### src/include/lbi_defines.vh
`ifndef LBI_DEFINES_VH
`define LBI_DEFINES_VH

// Register indices; byte address is four times the index
`define LBI_IDX_PIN_SEL 6'h2B
`define LBI_IDX_BLINK 6'h2C
`define LBI_IDX_POLARITY 6'h2D
`define LBI_IDX_IRQ_STAT 6'h30
`define LBI_IDX_IRQ_MASK 6'h31

// intrusion_led_mode_pin_select fields
`define LBI_B_THERM_SEL 6
`define LBI_B_INTR_LEVEL 5
`define LBI_B_INTR_STAT 4
`define LBI_B_MODE_HI 3
`define LBI_B_MODE_LO 2
`define LBI_B_INFRARED_RECEIVE_FIRST_SEL 1
`define LBI_B_IRRX2_SEL 0

// led_blink_config fields
`define LBI_C_DUAL 7
`define LBI_C_PWR_SLEEP 6
`define LBI_C_LED2_HI 5
`define LBI_C_LED2_LO 3
`define LBI_C_LED1_HI 2
`define LBI_C_LED1_LO 0

// Polarity register field
`define LBI_D_POLARITY 7

// Interrupt status / mask bits
`define LBI_IRQ_INTRUSION 0
`define LBI_IRQ_RATE_LOAD 1
`define LBI_IRQ_BITS 2

// LED modes
`define LBI_MODE_SW 2'h0
`define LBI_MODE_HW1 2'h1
`define LBI_MODE_HW2 2'h2

// Blink codes
`define LBI_RATE_OFF 3'h0
`define LBI_RATE_1HZ 3'h3
`define LBI_RATE_ON 3'h7

// Reset values
`define LBI_RST_BLINK 8'h00
`define LBI_RST_DUAL 1'b0
`define LBI_RST_LED2 3'h7
`define LBI_RST_LED1 3'h0

// Time base: one tick of 1/48 s, 384 ticks make the 8 s period
`define LBI_CLK_MHZ 125
`define LBI_TICK_US 20833
`define LBI_TICK_CYCLES (`LBI_TICK_US * `LBI_CLK_MHZ)
`define LBI_PERIOD_TICKS 9'd384

`endif

### src/lbi_config.v
// Notes on behaviour
// - All configuration state lives in the always-powered domain; loss of main supply changes only the LED2 rate and rate-load irq bit, in hardware mode 1.
// - Bit 6 of the pin select register picks diode inputs when 0 (default) and thermistor inputs when 1.
// - Bit 5 reads the live chassis intrusion input level with no latching.
// - The intrusion status flag is cleared by writing 0 to bit 4, and writing 1 leaves it alone.
// - The intrusion status flag reads 1 after power-up reset, 0 meaning no intrusion.
// - LED mode bits 3-2 select software (00, default), hardware 1 (01), hardware 2 (10); 11 is reserved.
// - LED mode defaults to hardware 1 when the supply control straps disable supply control.
// - Bit 1 routes its pin to a general input when 0 (default) and the first infrared receive input when 1.
// - Bit 0 routes its pin to a general input when 0 (default) and the second infrared receive input when 1.
// - Blink config bit 7 selects one dual-coloured LED when 0 (default) and two LEDs when 1.
// - Bit 6 acts only in hardware mode 2, where 0 turns the power LED off in deep sleep and 1 leaves it.
// - LED1 rate resets to the off code.
// - LED2 rate in bits 5-3 uses the same codes and resets to the on code.
// - In hardware mode 1 the device loads 1 Hz 50% at standby power-up or when main power drops.
// - A polarity control chooses active-high (default) or active-low lit LED outputs.
`timescale 1ns/1ps
`include "lbi_defines.vh"

module lbi_config #(
  parameter TICK_CYCLES = `LBI_TICK_CYCLES,
  parameter [1:0] STRAP_SUPPLY_OFF = 2'h3
) (
  input wire core_clk, // 125 MHz clock
  input wire sys_rst, // Standby power-up reset, sync, high
  input wire wb_cyc_i, // Wishbone cycle
  input wire wb_stb_i, // Wishbone strobe
  input wire wb_we_i, // Wishbone write
  input wire [7:0] wb_adr_i, // Wishbone byte address
  input wire [3:0] wb_sel_i, // Wishbone byte selects
  input wire [31:0] wb_dat_i, // Wishbone write data
  output reg [31:0] wb_dat_o, // Wishbone read data
  output reg wb_ack_o, // Wishbone acknowledge
  input wire chassis_intrusion_input, // Chassis intrusion pin level
  input wire [1:0] supply_control_straps, // Strap pins, sampled in reset
  input wire main_pwr_good, // Main supply present
  input wire deep_sleep, // Deep sleep or soft-off state
  output wire therm_sel, // 1: thermistor inputs, 0: diode inputs
  output wire infrared_receive_first_sel, // 1: first infrared receive input
  output wire irrx2_sel, // 1: second infrared receive input
  output reg led1_out, // Power LED drive
  output reg led2_out, // Second LED drive
  output wire irq // Level interrupt
);

  localparam TICK_W = 32;

  reg therm_sel_ff;
  reg intr_stat_ff;
  reg [1:0] mode_ff;
  reg infrared_receive_first_ff;
  reg irrx2_ff;
  reg dual_ff;
  reg pwr_sleep_ff;
  reg [2:0] led2_rate_ff;
  reg [2:0] led1_rate_ff;
  reg polarity_ff;
  reg [`LBI_IRQ_BITS-1:0] irq_stat_ff;
  reg [`LBI_IRQ_BITS-1:0] irq_mask_ff;
  reg chassis_prev_ff;
  reg main_prev_ff;
  reg [TICK_W-1:0] tick_cnt_ff;
  reg [8:0] phase_ff;

  wire req = wb_cyc_i & wb_stb_i;
  // Taken once per request; ack low again forces a one-cycle gap
  wire nxt_ack = req & ~wb_ack_o;
  wire [5:0] idx = wb_adr_i[7:2];
  // Write lands on the edge where the master sees ack
  // Only byte lane 0 carries a register; other lanes are ignored
  wire wr = req & wb_we_i & wb_ack_o & wb_sel_i[0];
  wire [7:0] wd = wb_dat_i[7:0];
  wire wr_b = wr & (idx == `LBI_IDX_PIN_SEL);
  wire wr_c = wr & (idx == `LBI_IDX_BLINK);
  wire wr_d = wr & (idx == `LBI_IDX_POLARITY);
  wire wr_st = wr & (idx == `LBI_IDX_IRQ_STAT);
  wire wr_mk = wr & (idx == `LBI_IDX_IRQ_MASK);

  wire intr_event = chassis_intrusion_input & ~chassis_prev_ff;
  wire main_drop = main_prev_ff & ~main_pwr_good;
  // Main supply loss while standby runs
  wire hw1_load = main_drop & (mode_ff == `LBI_MODE_HW1);
  wire strap_hw1 = (supply_control_straps == STRAP_SUPPLY_OFF);

  // Bit 7 is reserved and reads zero
  wire [7:0] reg_b = {
    1'b0,
    therm_sel_ff,
    chassis_intrusion_input,
    intr_stat_ff,
    mode_ff,
    infrared_receive_first_ff,
    irrx2_ff
  };
  wire [7:0] reg_c = {
    dual_ff,
    pwr_sleep_ff,
    led2_rate_ff,
    led1_rate_ff
  };

  reg [7:0] nxt_rdata;
  always @* begin
    case (idx)
      // Live chassis level
      `LBI_IDX_PIN_SEL: nxt_rdata = reg_b;
      `LBI_IDX_BLINK: nxt_rdata = reg_c;
      // Unused polarity bits read zero
      `LBI_IDX_POLARITY: nxt_rdata = {polarity_ff, 7'h00};
      // Status and mask share one layout
      `LBI_IDX_IRQ_STAT: nxt_rdata = {{(8-`LBI_IRQ_BITS){1'b0}}, irq_stat_ff};
      `LBI_IDX_IRQ_MASK: nxt_rdata = {{(8-`LBI_IRQ_BITS){1'b0}}, irq_mask_ff};
      default: nxt_rdata = 8'h00;
    endcase
  end

  // One wait state: ack one cycle after the request, dropped the next
  always @(posedge core_clk) begin
    if (sys_rst) begin
      wb_ack_o <= 1'b0;
      wb_dat_o <= 32'h00000000;
    end else begin
      wb_ack_o <= nxt_ack;
      if (nxt_ack) begin
        wb_dat_o <= {24'h000000, nxt_rdata};
      end
    end
  end

  // Edge history tracks the pins even in reset, so a pin already high
  // at release gives no false event
  always @(posedge core_clk) begin
    chassis_prev_ff <= chassis_intrusion_input;
  end

  always @(posedge core_clk) begin
    main_prev_ff <= main_pwr_good;
  end

  // only the standby reset touches the settings
  always @(posedge core_clk) begin
    if (sys_rst) begin
      therm_sel_ff <= 1'b0;
    end else if (wr_b) begin
      therm_sel_ff <= wd[`LBI_B_THERM_SEL];
    end
  end

  always @(posedge core_clk) begin
    if (sys_rst) begin
      infrared_receive_first_ff <= 1'b0;
    end else if (wr_b) begin
      infrared_receive_first_ff <= wd[`LBI_B_INFRARED_RECEIVE_FIRST_SEL];
    end
  end

  always @(posedge core_clk) begin
    if (sys_rst) begin
      irrx2_ff <= 1'b0;
    end else if (wr_b) begin
      irrx2_ff <= wd[`LBI_B_IRRX2_SEL];
    end
  end

  // Straps are read on every reset edge, so the last one before release wins
  always @(posedge core_clk) begin
    if (sys_rst) begin
      mode_ff <= strap_hw1 ? `LBI_MODE_HW1 : `LBI_MODE_SW;
    end else if (wr_b) begin
      // mode field, reserved code stored as written
      mode_ff <= wd[`LBI_B_MODE_HI:`LBI_B_MODE_LO];
    end
  end

  // A new intrusion edge beats a clearing write in the same cycle
  always @(posedge core_clk) begin
    if (sys_rst) begin
      intr_stat_ff <= 1'b1;
    end else if (intr_event) begin
      intr_stat_ff <= 1'b1;
    end else if (wr_b & ~wd[`LBI_B_INTR_STAT]) begin
      intr_stat_ff <= 1'b0;
    end
  end

  always @(posedge core_clk) begin
    if (sys_rst) begin
      dual_ff <= `LBI_RST_DUAL;
      pwr_sleep_ff <= 1'b0;
      led1_rate_ff <= `LBI_RST_LED1;
    end else if (wr_c) begin
      dual_ff <= wd[`LBI_C_DUAL];
      pwr_sleep_ff <= wd[`LBI_C_PWR_SLEEP];
      led1_rate_ff <= wd[`LBI_C_LED1_HI:`LBI_C_LED1_LO];
    end
  end

  // A software write in the same cycle as a supply drop wins; the reload
  // is a convenience default, not a lock
  always @(posedge core_clk) begin
    if (sys_rst) begin
      // LED2 on; 1 Hz at standby power-up in hardware 1
      led2_rate_ff <= strap_hw1 ? `LBI_RATE_1HZ : `LBI_RST_LED2;
    end else if (wr_c) begin
      led2_rate_ff <= wd[`LBI_C_LED2_HI:`LBI_C_LED2_LO];
    end else if (hw1_load) begin
      led2_rate_ff <= `LBI_RATE_1HZ;
    end
  end

  always @(posedge core_clk) begin
    if (sys_rst) begin
      polarity_ff <= 1'b0;
    end else if (wr_d) begin
      polarity_ff <= wd[`LBI_D_POLARITY];
    end
  end

  // Interrupt status, write one to clear, event wins
  wire [`LBI_IRQ_BITS-1:0] irq_set = {hw1_load, intr_event};
  wire [`LBI_IRQ_BITS-1:0] irq_clr = {`LBI_IRQ_BITS{wr_st}} & wd[`LBI_IRQ_BITS-1:0];

  always @(posedge core_clk) begin
    if (sys_rst) begin
      irq_stat_ff <= {`LBI_IRQ_BITS{1'b0}};
    end else begin
      irq_stat_ff <= (irq_stat_ff & ~irq_clr) | irq_set;
    end
  end

  always @(posedge core_clk) begin
    if (sys_rst) begin
      irq_mask_ff <= {`LBI_IRQ_BITS{1'b0}};
    end else if (wr_mk) begin
      irq_mask_ff <= wd[`LBI_IRQ_BITS-1:0];
    end
  end

  // Level output, follows the registers with no extra delay
  assign irq = |(irq_stat_ff & irq_mask_ff);

  // common time base, 384 ticks of 1/48 s per 8 s
  // Tick divider kept apart from the phase so the period can be shortened
  wire tick_done = (tick_cnt_ff == TICK_CYCLES - 1);

  always @(posedge core_clk) begin
    if (sys_rst | tick_done) begin
      tick_cnt_ff <= {TICK_W{1'b0}};
    end else begin
      tick_cnt_ff <= tick_cnt_ff + 1'b1;
    end
  end

  always @(posedge core_clk) begin
    if (sys_rst) begin
      phase_ff <= 9'd0;
    end else if (tick_done) begin
      phase_ff <= (phase_ff == `LBI_PERIOD_TICKS - 9'd1) ? 9'd0 : phase_ff + 9'd1;
    end
  end

  // waveform per rate code; periods divide 384 exactly
  function blink;
    input [2:0] code;
    input [8:0] ph;
    begin
      case (code)
        // Always low
        3'h0: blink = 1'b0;
        // 0.25 Hz, high one eighth
        3'h1: blink = (ph % 9'd192) < 9'd24;
        // 0.5 Hz, high one quarter
        3'h2: blink = (ph % 9'd96) < 9'd24;
        // 1 Hz to 4 Hz, half duty
        3'h3: blink = (ph % 9'd48) < 9'd24;
        3'h4: blink = (ph % 9'd24) < 9'd12;
        3'h5: blink = (ph % 9'd16) < 9'd8;
        3'h6: blink = (ph % 9'd12) < 9'd6;
        // Always high
        default: blink = 1'b1;
      endcase
    end
  endfunction

  wire [1:0] lit;
  genvar g;
  generate
    for (g = 0; g < 2; g = g + 1) begin : g_led
      assign lit[g] = blink(g ? led2_rate_ff : led1_rate_ff, phase_ff);
    end
  endgenerate

  // power LED dark in deep sleep, hardware 2 only
  // Sleep control is ignored in every other mode, reserved code included
  wire pwr_kill = (mode_ff == `LBI_MODE_HW2) & ~pwr_sleep_ff & deep_sleep;
  wire led1_on = lit[0] & ~pwr_kill;
  // one dual-colour LED shows one colour at a time
  wire led2_on = lit[1] & (dual_ff | ~led1_on);

  // polarity applied at the output flops
  // Flopped so the pins never glitch while the phase counter rolls
  always @(posedge core_clk) begin
    if (sys_rst) begin
      led1_out <= 1'b0;
    end else begin
      led1_out <= led1_on ^ polarity_ff;
    end
  end

  always @(posedge core_clk) begin
    if (sys_rst) begin
      led2_out <= 1'b0;
    end else begin
      led2_out <= led2_on ^ polarity_ff;
    end
  end

  // Pin routing selects go straight out
  assign therm_sel = therm_sel_ff;
  assign infrared_receive_first_sel = infrared_receive_first_ff;
  assign irrx2_sel = irrx2_ff;

endmodule

### config.mk
export PLATFORM = sky130hd
export DESIGN_NAME = lbi_config
export DESIGN_NICKNAME = d
export VERILOG_FILES = /design/src/lbi_config.v
export VERILOG_INCLUDE_DIRS = /design/src /design/src/include
export SDC_FILE = /design/constraint.sdc
export NUM_CORES = 1
export LEC_CHECK = 0
export BUFFER_PORTS_ARGS = -buffer_cell sky130_fd_sc_hd__buf_2
export CORE_ASPECT_RATIO = 0.8
export CORE_UTILIZATION = 59
export CTS_BUF_LIST = sky130_fd_sc_hd__clkbuf_4 sky130_fd_sc_hd__clkbuf_8 sky130_fd_sc_hd__clkbuf_16
export DETAILED_ROUTE_END_ITERATION = 6
export PLACE_DENSITY = 0.86
export SYNTH_ARGS = -nofsm -noshare
export SYNTH_HDL_FRONTEND = slang
export SYNTH_SLANG_ARGS = --single-unit
### constraint.sdc
create_clock -name core_clk -period 4.5 [get_ports core_clk]
set_input_delay 0.225 -clock core_clk [delete_from_list [all_inputs] [get_ports core_clk]]
set_output_delay 0.225 -clock core_clk [all_outputs]
set_load 0.02 [all_outputs]
## After elaboration in Yosys (flattened, before gate mapping)

Index checks and enable logic that the tools add are counted.

- Register bits: 73
- Output and inout bits: 39
- Word-level logic and storage cells: 106

- $add $sub $neg: 2
- Div/mod/pow operators: 5
- $lt $le $gt $ge: 6
- Equality and inequality tests: 22
- Multiplexer cells: 11
- Bitwise gates (word level): 34
- Reductions and logical operators: 6

Operators by type and width:

| cell | count |
|---|---|
| case mux 8 bit (5 select lines) | 1 |
| adder 32 x 1 -> 32 bit (second input constant) | 1 |
| == test 32 x 22 -> 1 bit (second input constant) | 1 |
| == test 6 bit (second input constant) | 5 |
| less-than comparator 9 x 5 -> 1 bit (second input constant) | 3 |
| AND 1 bit | 18 |
| == test 3 bit (second input constant) | 6 |
| case mux 1 bit (7 select lines) | 2 |
| == test 3 x 2 -> 1 bit (second input constant) | 4 |
| two-way mux 3 bit | 4 |
| adder 9 x 1 -> 9 bit (second input constant) | 1 |
| == test 9 bit (second input constant) | 1 |
| less-than comparator 9 x 3 -> 1 bit (second input constant) | 1 |
| less-than comparator 9 x 4 -> 1 bit (second input constant) | 1 |
| modulo 9 x 4 -> 9 bit (second input constant) | 1 |
| modulo 9 x 5 -> 9 bit (second input constant) | 1 |
| modulo 9 x 6 -> 9 bit (second input constant) | 1 |
| modulo 9 x 7 -> 9 bit (second input constant) | 1 |
| modulo 9 x 8 -> 9 bit (second input constant) | 1 |
| two-way mux 9 bit | 1 |
| NOT 1 bit | 7 |
| AND 2 bit | 3 |
| == test 3 x 1 -> 1 bit (second input constant) | 2 |
| logical NOT 3 bit | 2 |
| other kinds (12) | 17 |

## Depth between registers and ports, before layout

Gate-level depths: netlist (run 1).

- Depth in word-level cells: 9
- Mapped depth: 10

## Least setup slack after synthesis (run 1)

Ideal clock, no wire load.

- Path type: register to register
- Start: reg phase_ff[8]
- End: reg led2_out
- Setup time: 0.123 ns
- Arrival: 2.160 ns
- Data required time: 4.377 ns
- Setup slack: 2.217 ns
- Stages on the path, launching flop included: 10
- Path buffers: 2
- Clock period less this slack: 2.283 ns
- Path through: dfxtp_1 buf_6 buf_2 o41a_1 a22oi_2 o21bai_1 nor4b_2 a211oi_2 a2bb2oi_1 mux2_1

- Longest elaborated chain between the ends: 8
- Elaborated cells between the ends (all ways): 17

RTL lines:

| element | RTL line | text |
|---|---|---|
| start: declaration | lbi_config.v:63 | `reg [8:0] phase_ff;` |
| start signal: assignment | lbi_config.v:258 | `` phase_ff <= (phase_ff == `LBI_PERIOD_TICKS - 9'd1) ? 9'd0 : phase_ff + 9'd1; `` |
| modulo 9 x 4 -> 9 bit (tied with other cells) | lbi_config.v:278 | `3'h6: blink = (ph % 9'd12) < 9'd6;` |
| less-than comparator 9 x 3 -> 1 bit (tied with other cells) | lbi_config.v:278 |  |
| case mux 1 bit (7 select lines) | lbi_config.v:267 | `case (code)` |
| AND 1 bit | lbi_config.v:296 | `wire led1_on = lit[0] & ~pwr_kill;` |
| NOT 1 bit | lbi_config.v:298 | `wire led2_on = lit[1] & (dual_ff \| ~led1_on);` |
| bitwise OR 1 bit | lbi_config.v:298 |  |
| AND 1 bit * | lbi_config.v:298 |  |
| XOR 1 bit * | lbi_config.v:314 | `led2_out <= led2_on ^ polarity_ff;` |
| end signal: assignment | lbi_config.v:314 |  |
| end: declaration | lbi_config.v:42 | `output reg led2_out,` |

Mark *: on every way between the ends. The rest lies on a longest branch, timed or not.
A chain may end at the register's enable or synchronous reset.

## Final worst setup path (run 1)

Ends and elaborated chain as after synthesis.

==> results of run 1 <==
-- metrics by stage --
step | setup WS [ns] | instance area (µm²) | util | hold WS (ns)
after detailed placement | 1.573 | 4239 | 0.6151 | 0.3464
after CTS | 1.551 | 4462 | 0.6474 | 0.001126
final | 1.542 | 4472 | 0.6489 | 0.1424
after global placement | 1.653 | 4239 | 0.6151 | 0.3428
after global routing | 1.322 | 4472 | 0.6489 | 0.1501
after floorplan | 2.217 | 4285 | - | 0.2527
-- cells by family (layout without fill, tap and decap cells) --
family	count (synthesis)	in the layout	synth area share
and+or+nand+nor	223	223	0.2783
AOI/OAI and AO/OA	77	77	0.1308
DFF	73	73	0.3600
buffers and inverters	63	67	0.09327
xor gates and xnor gates	41	41	0.08552
muxes	16	16	0.03933
adders and majority gates	4	4	0.01192
other	1	24	0.0008931
-- cell usage after synthesis (9+ instances only) --
library cell               count  area (µm²)
sky130_fd_sc_hd__inv_1        10       37.54
sky130_fd_sc_hd__o21ai_0      10       50.05
sky130_fd_sc_hd__nand4_1       9       56.30
sky130_fd_sc_hd__buf_4        26       195.2
sky130_fd_sc_hd__clkbuf_1     14       52.55
sky130_fd_sc_hd__xnor2_1      10       87.58
sky130_fd_sc_hd__mux2i_1      12       120.1
sky130_fd_sc_hd__nand3_1      28       140.1
sky130_fd_sc_hd__nand2_1      39       146.4
sky130_fd_sc_hd__dfxtp_1      68        1361
sky130_fd_sc_hd__xor2_1       31       271.5
sky130_fd_sc_hd__nor2_1       71       266.5
sky130_fd_sc_hd__a21oi_1      16       80.08
-- worst reg2reg max path: stages (launching register included) --
cell and delay, ns:
sky130_fd_sc_hd__dfxtp_1 0.90, sky130_fd_sc_hd__or3b_1 0.44, sky130_fd_sc_hd__a31oi_1 0.18, sky130_fd_sc_hd__a22o_1 0.23, sky130_fd_sc_hd__o21bai_1 0.10, sky130_fd_sc_hd__nor4b_2 0.17, sky130_fd_sc_hd__a211oi_2 0.27, sky130_fd_sc_hd__a2bb2oi_1 0.22
sky130_fd_sc_hd__mux2_1 0.33
-- metal layers --
layer,vias up,share of wire,GRT usage
met1,1656,0.46,0.3171
li1,1743,-,-
met2,108,0.48,0.3709
met4,0,0.0099,0.06912
met5,-,0,0
met3,12,0.057,0.06765
-- final cells by class --
class | count | area, µm²
Tap cell | 87 | 108.9
Multi-Input combinational cell | 385 | 2382
Fill cell | 566 | 2420
Timing Repair Buffer | 41 | 215.2
Clock inverter | 5 | 81.33
Sequential cell | 73 | 1511
Inverter | 11 | 41.29
Clock buffer | 10 | 131.4
-- flip-flops by register name, summed over array words and instances, names as in the netlist --
name,flops
tick_cnt_ff,32
phase_ff,9
wb_dat_o,8
led1_rate_ff,3
led2_rate_ff,3
irq_mask_ff,2
irq_stat_ff,2
mode_ff,2
chassis_prev_ff,1
dual_ff,1
infrared_receive_first_sel,1
intr_stat_ff,1
irrx2_sel,1
led1_out,1
led2_out,1
main_prev_ff,1
polarity_ff,1
pwr_sleep_ff,1
therm_sel,1
wb_ack_o,1
-- worst paths after layout --
check	from	end	slack [ns]	cells past startpoint
max reg2reg	phase_ff[8]	led2_out	1.54	8
max	phase_ff[8]	led2_out	1.54	8
min reg2reg	intr_stat_ff	intr_stat_ff	0.49	1
min	wb_dat_i[6]	therm_sel	0.14	3
-- power groups by stage --
stage | Clock, mW | Sequential, mW | Combinational, mW
after floorplan | 0 | 0.692 | 0.0679
after global placement | 0 | 0.687 | 0.0797
final | 0.551 | 0.673 | 0.0848
after global routing | 0.584 | 0.674 | 0.0942
after CTS | 0.563 | 0.672 | 0.0835
after detailed placement | 0 | 0.687 | 0.0819
-- layout by cell type, fill, tap and decap left out, types with 7 or more instances in the layout --
cell	instances
sky130_fd_sc_hd__a211oi_1	8
sky130_fd_sc_hd__a21oi_1	16
sky130_fd_sc_hd__buf_2	39
sky130_fd_sc_hd__clkbuf_8	9
sky130_fd_sc_hd__conb_1	24
sky130_fd_sc_hd__dfxtp_1	68
sky130_fd_sc_hd__inv_1	10
sky130_fd_sc_hd__mux2i_1	12
sky130_fd_sc_hd__nand2_1	39
sky130_fd_sc_hd__nand3_1	28
sky130_fd_sc_hd__nand3b_1	7
sky130_fd_sc_hd__nand4_1	9
sky130_fd_sc_hd__nor2_1	71
sky130_fd_sc_hd__nor3_1	8
sky130_fd_sc_hd__o21ai_0	10
sky130_fd_sc_hd__or3_1	7
sky130_fd_sc_hd__xnor2_1	10
sky130_fd_sc_hd__xor2_1	31
-- timing repair --
action	in CTS	in global routing
hold buffers	1	1
setup endpoints to repair	0	0
hold endpoints to repair	1	1
==> parameters.txt, run 1 <==
Parameter                              Value

STA
  Peak clock frequency supported by timing    between 0.3 and 0.4 GHz
  Post-route setup TNS    0 ns
  Portion of the clock cycle consumed by the worst path in the final layout    0.6574
  Setup Skew    0.009325 ns
  Final Hold Viols    0
  Min cycle time layout    2.958 ns
  Transition at the pin with the smallest max-transition slack    between 0.9 and 1 ns
  Final-report max-slew violation count    0
  Slew headroom    0.3532
  RSZ-0062 raised after global routing    false
  Final setup viols    0

Run status
  Outcome    finished clean

Finish
  Filler-free cell count of the finished design    612
  Signed area change from the synthesized netlist to the final layout    6.496%
  Fraction of layout instances using a drive strength above 1    0.1352
  Diodes inserted    0
  Layout Nets    between 500 and 600

Floorplan
  Die footprint    7460 µm²
  Std cell rows    27
  Die Width    96.32 µm
  Number of I/O pins    93
  Starting utilization of the core area    0.6093
  Die Ht    77.46 µm
  Core box area    6892 µm²

Synth
  Netlist area before placement    4199 µm²
  Mean instance size in the synthesized netlist    8.432 µm²
  Yosys Warn Count    0
  Share of synthesized registers carrying an async set or reset    0
  Predominant post-synthesis flop cell    sky130_fd_sc_hd__dfxtp_1
  Synth Instances    498
  Count of flip-flops with a built-in enable after synthesis    5
  Part of the Yosys area used for sequential elements    0.3600
  Register bit count reported by yosys    73
  Post-synthesis cell type count    69

Route
  Average wire per cell in the routed design    13.97 µm
  Detailed-route wire length    ~8.5 mm
  Routed vias    between 3k and 4k
  Number of routed nets with antenna violations    0
  Iteration-0 DRC count of the detailed router    186
  Number of remaining DRC errors    0
  Post-DR vias/cell    5.750
  Count of TritonRoute iterations in the first routing pass    7

Power
  Total chip power    1.308 mW
  Part of the power in the clock network    0.421
  Cell Int Power    roughly 1.0 mW
  Net switching power    0.3021 mW
  Power per Cell Area    292.6 nW/µm²
  Leakage    about 1.7 nW
  Switching share of power    0.2309
  Peak supply drop    0.3215 mV
  Flop pwr share    0.514
  Gate power share    0.065

Clocking
  Total clock buffers created by CTS    9
  Number of resized instances in the post-cts repair step    0
  Number of buffers added for setup after CTS    0
  Number of sinks handled by clock tree synthesis    73
  Clock latency of the later-clocked register in the worst-skew pair    0.35 ns
  Buffer cell driving the clock tree root    sky130_fd_sc_hd__clkbuf_8
  Clock slew seen by the registers of the worst setup and hold paths    0.07 ns
  Clock buffer depth    2
  Maximum level of the CTS H-tree    3
  Clock tree from TritonCTS    done

Global route
  Via count of the first global-routing pass    3105
  Wire length of the first global-routing pass    around 14 mm
  Total GRT Usage    0.2372
  Overflow left after global routing    0
  Number of antenna violations at the first check in global routing    0
  Maximum number of pins on one net before global-route repair    42

Setup path
  Crit path largest cell delay    0.90 ns
  Critical Path Slowest Stage Cell    sky130_fd_sc_hd__dfxtp_1
  Category of cells accounting for the largest share of critical-path delay    compound AO/OA/AOI/OAI gates
  Worst Setup Start Kind    flip-flop
  Count of buffering cells on the critical path with inverters included    0
  Crit path arrival time    3.19 ns
  Critical path, cell by cell    or3b_1 -> a31oi_1 -> a22o_1 -> o21bai_1 -> nor4b_2 -> a211oi_2 -> a2bb2oi_1 -> mux2_1
  Worst EP required    4.73 ns
  Class of the most critical setup path    flip-flop to flip-flop
  Highest fanout seen on the critical path    28
  Worst setup EP type    flip-flop

Placed design
  Weighted congestion at the end of routability-driven global placement    0.9196
  Buffers added on ports    39
  Placed instance count    595
  Post-detailed-placement half-perimeter wirelength    6.018 mm

Worst hold path
  Hold/Removal Path Class    primary input to flip-flop

Flow run
  Number of maximum-capacitance violations    0
Power figures use the tool's default switching activity.
==> run 2: changes to the inputs <==
--- a/config.mk
+++ b/config.mk
@@ -6,12 +6,13 @@
 export SDC_FILE = /design/constraint.sdc
 export NUM_CORES = 1
 export LEC_CHECK = 0
+export ABC_AREA = 1
 export BUFFER_PORTS_ARGS = -buffer_cell sky130_fd_sc_hd__buf_2
 export CORE_ASPECT_RATIO = 0.8
-export CORE_UTILIZATION = 59
+export CORE_UTILIZATION = 54
 export CTS_BUF_LIST = sky130_fd_sc_hd__clkbuf_4 sky130_fd_sc_hd__clkbuf_8 sky130_fd_sc_hd__clkbuf_16
 export DETAILED_ROUTE_END_ITERATION = 6
-export PLACE_DENSITY = 0.86
+export PLACE_DENSITY = 0.8
 export SYNTH_ARGS = -nofsm -noshare
 export SYNTH_HDL_FRONTEND = slang
 export SYNTH_SLANG_ARGS = --single-unit
==> constraint.sdc (replaced) <==
create_clock -name core_clk -period 2.95 [get_ports core_clk]
set_input_delay 0.1475 -clock core_clk [delete_from_list [all_inputs] [get_ports core_clk]]
set_output_delay 0.1475 -clock core_clk [all_outputs]
set_load 0.02 [all_outputs]
==> run 2 against run 1 <==
Compared with the run above: the flow now finishes with violations (design-rule violations); cell count increased by 16%; worst setup slack got worse by 0.86 ns; worst hold slack got worse by 0.10 ns; combinational power increased by 42%; via count increased by 8.6%; clock skew increased by 0.00053 ns; fmax increased by 30%; largest cell class unchanged; largest power group unchanged; highest routed layer unchanged.
==> parameters.txt, run 2 <==
Parameter                              Value

Clocking
  Clock slew seen by the registers of the worst setup and hold paths    0.08 ns
  Clock latency of the later-clocked register in the worst-skew pair    0.36 ns
  Clock tree from TritonCTS    done
  Clock buffer depth    2
  Number of buffers added for setup after CTS    0
  Total clock buffers created by CTS    9
  Number of sinks handled by clock tree synthesis    73
  Number of resized instances in the post-cts repair step    0
  Buffer cell driving the clock tree root    sky130_fd_sc_hd__clkbuf_8
  Maximum level of the CTS H-tree    3
  Hold-fix buffers, CTS    3

Placed design
  Placed instance count    690
  Buffers added on ports    39
  Post-detailed-placement half-perimeter wirelength    approximately 7.0 mm
  Weighted congestion at the end of routability-driven global placement    0.8898
  Post-place setup slack    0.7423 ns

Setup path
  Worst reg2reg path depth    13
  Highest fanout seen on the critical path    7
  Crit path arrival time    around 2.5 ns
  Worst Setup Start Kind    flip-flop
  Capturing point of the worst reg2reg path    phase_ff[3]
  Slack of the worst reg-to-reg path    0.68 ns
  Class of the most critical setup path    flip-flop to flip-flop
  Worst setup EP type    flip-flop
  Worst EP required    about 3.2 ns
  Launch instance of the worst register-to-register path    tick_cnt_ff[15]

Finish
  Reg area    1511 µm²
  Top library cells by usage in the layout, fill and taps aside    sky130_fd_sc_hd__nand2_1 (115), sky130_fd_sc_hd__inv_1 (80), sky130_fd_sc_hd__dfxtp_1 (68), sky130_fd_sc_hd__nor2_1 (57), sky130_fd_sc_hd__a21oi_1 (45)
  # fillers    615
  Fraction of layout instances using a drive strength above 1    0.1334
  Layout Nets    675
  Registers with the most flip-flops    tick_cnt_ff: 32 flops, phase_ff: 9 flops, wb_dat_o: 8 flops
  Diodes inserted    0
  Largest register by flop count    tick_cnt_ff
  Most frequent standard cell in the layout excluding fill and tap cells    sky130_fd_sc_hd__nand2_1
  Multi-input gate area    2027 µm²
  Filler-free cell count of the finished design    709
  Flip-flop count of the largest register after layout    32
  Signed area change from the synthesized netlist to the final layout    11.73%

Synth
  Predominant post-synthesis flop cell    sky130_fd_sc_hd__dfxtp_1
  Register bit count reported by yosys    between 70 and 80
  Share of synthesized registers carrying an async set or reset    0
  Count leader, synth    sky130_fd_sc_hd__nand2_1
  Count of flip-flops with a built-in enable after synthesis    5
  Synth Instances    571
  Yosys Warn Count    0
  Mean instance size in the synthesized netlist    6.968 µm²
  Post-synthesis cell type count    44
  Top-area cell type share of the netlist area    0.3421
  Leading post-synthesis cells by instance count    sky130_fd_sc_hd__nand2_1 (115), sky130_fd_sc_hd__inv_1 (80), sky130_fd_sc_hd__dfxtp_1 (68)
  Largest cells by area after synthesis    sky130_fd_sc_hd__dfxtp_1 (34%), sky130_fd_sc_hd__nand2_1 (11%), sky130_fd_sc_hd__inv_1 (7.5%), sky130_fd_sc_hd__a21oi_1 (5.7%), sky130_fd_sc_hd__nor2_1 (5.4%)
  Part of the Yosys area used for sequential elements    0.3799
  Largest area contributor in the netlist    sky130_fd_sc_hd__dfxtp_1
  Netlist area before placement    between 3000 and 4000 µm²

Power
  Gate power share    0.056
  Leakage    1.865 nW
  Power per Cell Area    477.8 nW/µm²
  Peak supply drop    0.2963 mV
  Part of the power in the clock network    0.466
  Cell Int Power    roughly 1.6 mW
  Flop pwr share    0.478
  Switching share of power    0.2333
  Net switching power    0.4956 mW

Worst hold path
  Min-Delay Startpoint    wb_dat_i[6]
  Hold Path Cell Cnt    3
  Endpoint with the worst hold slack    therm_sel
  Hold/Removal Path Class    primary input to flip-flop

STA
  Final Hold Viols    0
  Final setup viols    0
  Final-report max-slew violation count    0
  Setup Skew    0.009852 ns
  Portion of the clock cycle consumed by the worst path in the final layout    0.7706
  Min cycle time layout    2.273 ns
  Transition at the pin with the smallest max-transition slack    0.5658 ns
  Peak clock frequency supported by timing    roughly 0.44 GHz
  RSZ-0062 raised after global routing    false
  Post-route setup TNS    0 ns
  Worst setup slack after layout    0.6769 ns
  Slew headroom    0.6214

Run status
  Outcome    finished with violations
  Failing checks    design-rule violations

Global route
  Number of antenna violations at the first check in global routing    0
  Maximum number of pins on one net before global-route repair    19
  Total GRT Usage    0.2497
  Overflow left after global routing    0
  Via count of the first global-routing pass    3367
  Wire length of the first global-routing pass    15.30 mm

Route
  Count of TritonRoute iterations in the first routing pass    7
  Number of routed nets with antenna violations    0
  Detailed-route wire length    9.220 mm
  Average wire per cell in the routed design    13.00 µm
  Number of remaining DRC errors    4
  Iteration-0 DRC count of the detailed router    308
  Routed vias    3822
  Post-DR vias/cell    5.391

Floorplan
  Number of I/O pins    a little over 90
  Core box area    6993 µm²
  Die Width    97.97 µm
  Die footprint    ~7700 µm²
  Starting utilization of the core area    0.5690
  Die Ht    78.78 µm
  Std cell rows    27

Flow run
  Number of maximum-capacitance violations    0
-- run 2: changes by cell type after synthesis, sizes merged, moves of 9 or more --
cell,previous run,this run
inv,11,82
nand4,9,23
xnor2,10,1
nand3,28,38
nand2,40,116
clkbuf,14,3
xor2,31,7
o21ai,12,30
mux2i,12,0
buf,38,28
a21oi,16,46
-- run 2: power by group through the flow --
stage / Combinational [mW] / Sequential, mW / Clock (mW)
final: 0.120 / 1.02 / 0.989
after global routing: 0.131 / 1.02 / 1.04
after CTS: 0.118 / 1.02 / 0.995
after detailed placement: 0.114 / 1.04 / 0
after global placement: 0.111 / 1.04 / 0
after floorplan: 0.0995 / 1.04 / 0
-- run 2: worst max-delay path by stage --
| stage | end | start | slack (ns) | cells past startpoint |
|---|---|---|---|---|
| 2_1_floorplan | tick_cnt_ff[22] | tick_cnt_ff[0] | 1.10 | 12 |
| 3_3_place_gp | tick_cnt_ff[2] | tick_cnt_ff[0] | 0.76 | 9 |
| 3_5_place_dp | tick_cnt_ff[26] | tick_cnt_ff[0] | 0.74 | 9 |
| 4_1_cts | phase_ff[3] | tick_cnt_ff[15] | 0.70 | 13 |
| 5_1_grt | tick_cnt_ff[30] | tick_cnt_ff[0] | 0.43 | 13 |
| 6_report | phase_ff[3] | tick_cnt_ff[15] | 0.68 | 13 |
-- run 2: layer usage --
layer,track usage,share of wire,up-vias
met5,0,0,-
met4,0.1091,0.020,0
met3,0.06250,0.076,18
met2,0.3711,0.44,154
met1,0.3435,0.47,1727
li1,-,-,1923
-- run 2: cells by family after synthesis --
kind of cell	count (synthesis)	synth area share
other	1	0.0009425
adders and majority gates	4	0.01258
and+or+nand+nor	276	0.3267
DFF	73	0.3799
AOI/OAI and AO/OA	94	0.1299
buffers and inverters	115	0.1324
xor gates and xnor gates	8	0.01761
-- run 2: final cells by class --
cell class / instances / area share
Inverter: 84 / 0.07093
Multi-Input combinational cell: 406 / 0.4560
Sequential cell: 73 / 0.3400
Timing Repair Buffer: 43 / 0.05235
Clock buffer: 10 / 0.03096
Tap cell: 87 / 0.02449
Clock inverter: 6 / 0.02533
-- run 2: critical path, cell delays in order, from the launching register on --
cell and delay, ns:
sky130_fd_sc_hd__dfxtp_1 0.47, sky130_fd_sc_hd__nand2_1 0.17, sky130_fd_sc_hd__nor2_1 0.11, sky130_fd_sc_hd__nand4_1 0.09, sky130_fd_sc_hd__nor3_1 0.24, sky130_fd_sc_hd__nand3_2 0.21
sky130_fd_sc_hd__nor2_1 0.13, sky130_fd_sc_hd__nand2_1 0.10, sky130_fd_sc_hd__nor2_1 0.10, sky130_fd_sc_hd__nand2_1 0.08, sky130_fd_sc_hd__nor2_2 0.14, sky130_fd_sc_hd__a21oi_1 0.08
sky130_fd_sc_hd__inv_1 0.15, sky130_fd_sc_hd__nor3b_1 0.07
-- run 2: per-stage QoR --
step                hold slack, ns  instance area, µm²  power, mW  utilization
global placement            0.2777                4165      1.149       0.5956
finish                     0.04191                4446      2.124       0.6357
global route               0.03704                4446      2.191       0.6357
floorplan                   0.1752                4065      1.139            -
detailed placement          0.2786                4165      1.152       0.5956
CTS                        0.03502                4446      2.128       0.6357
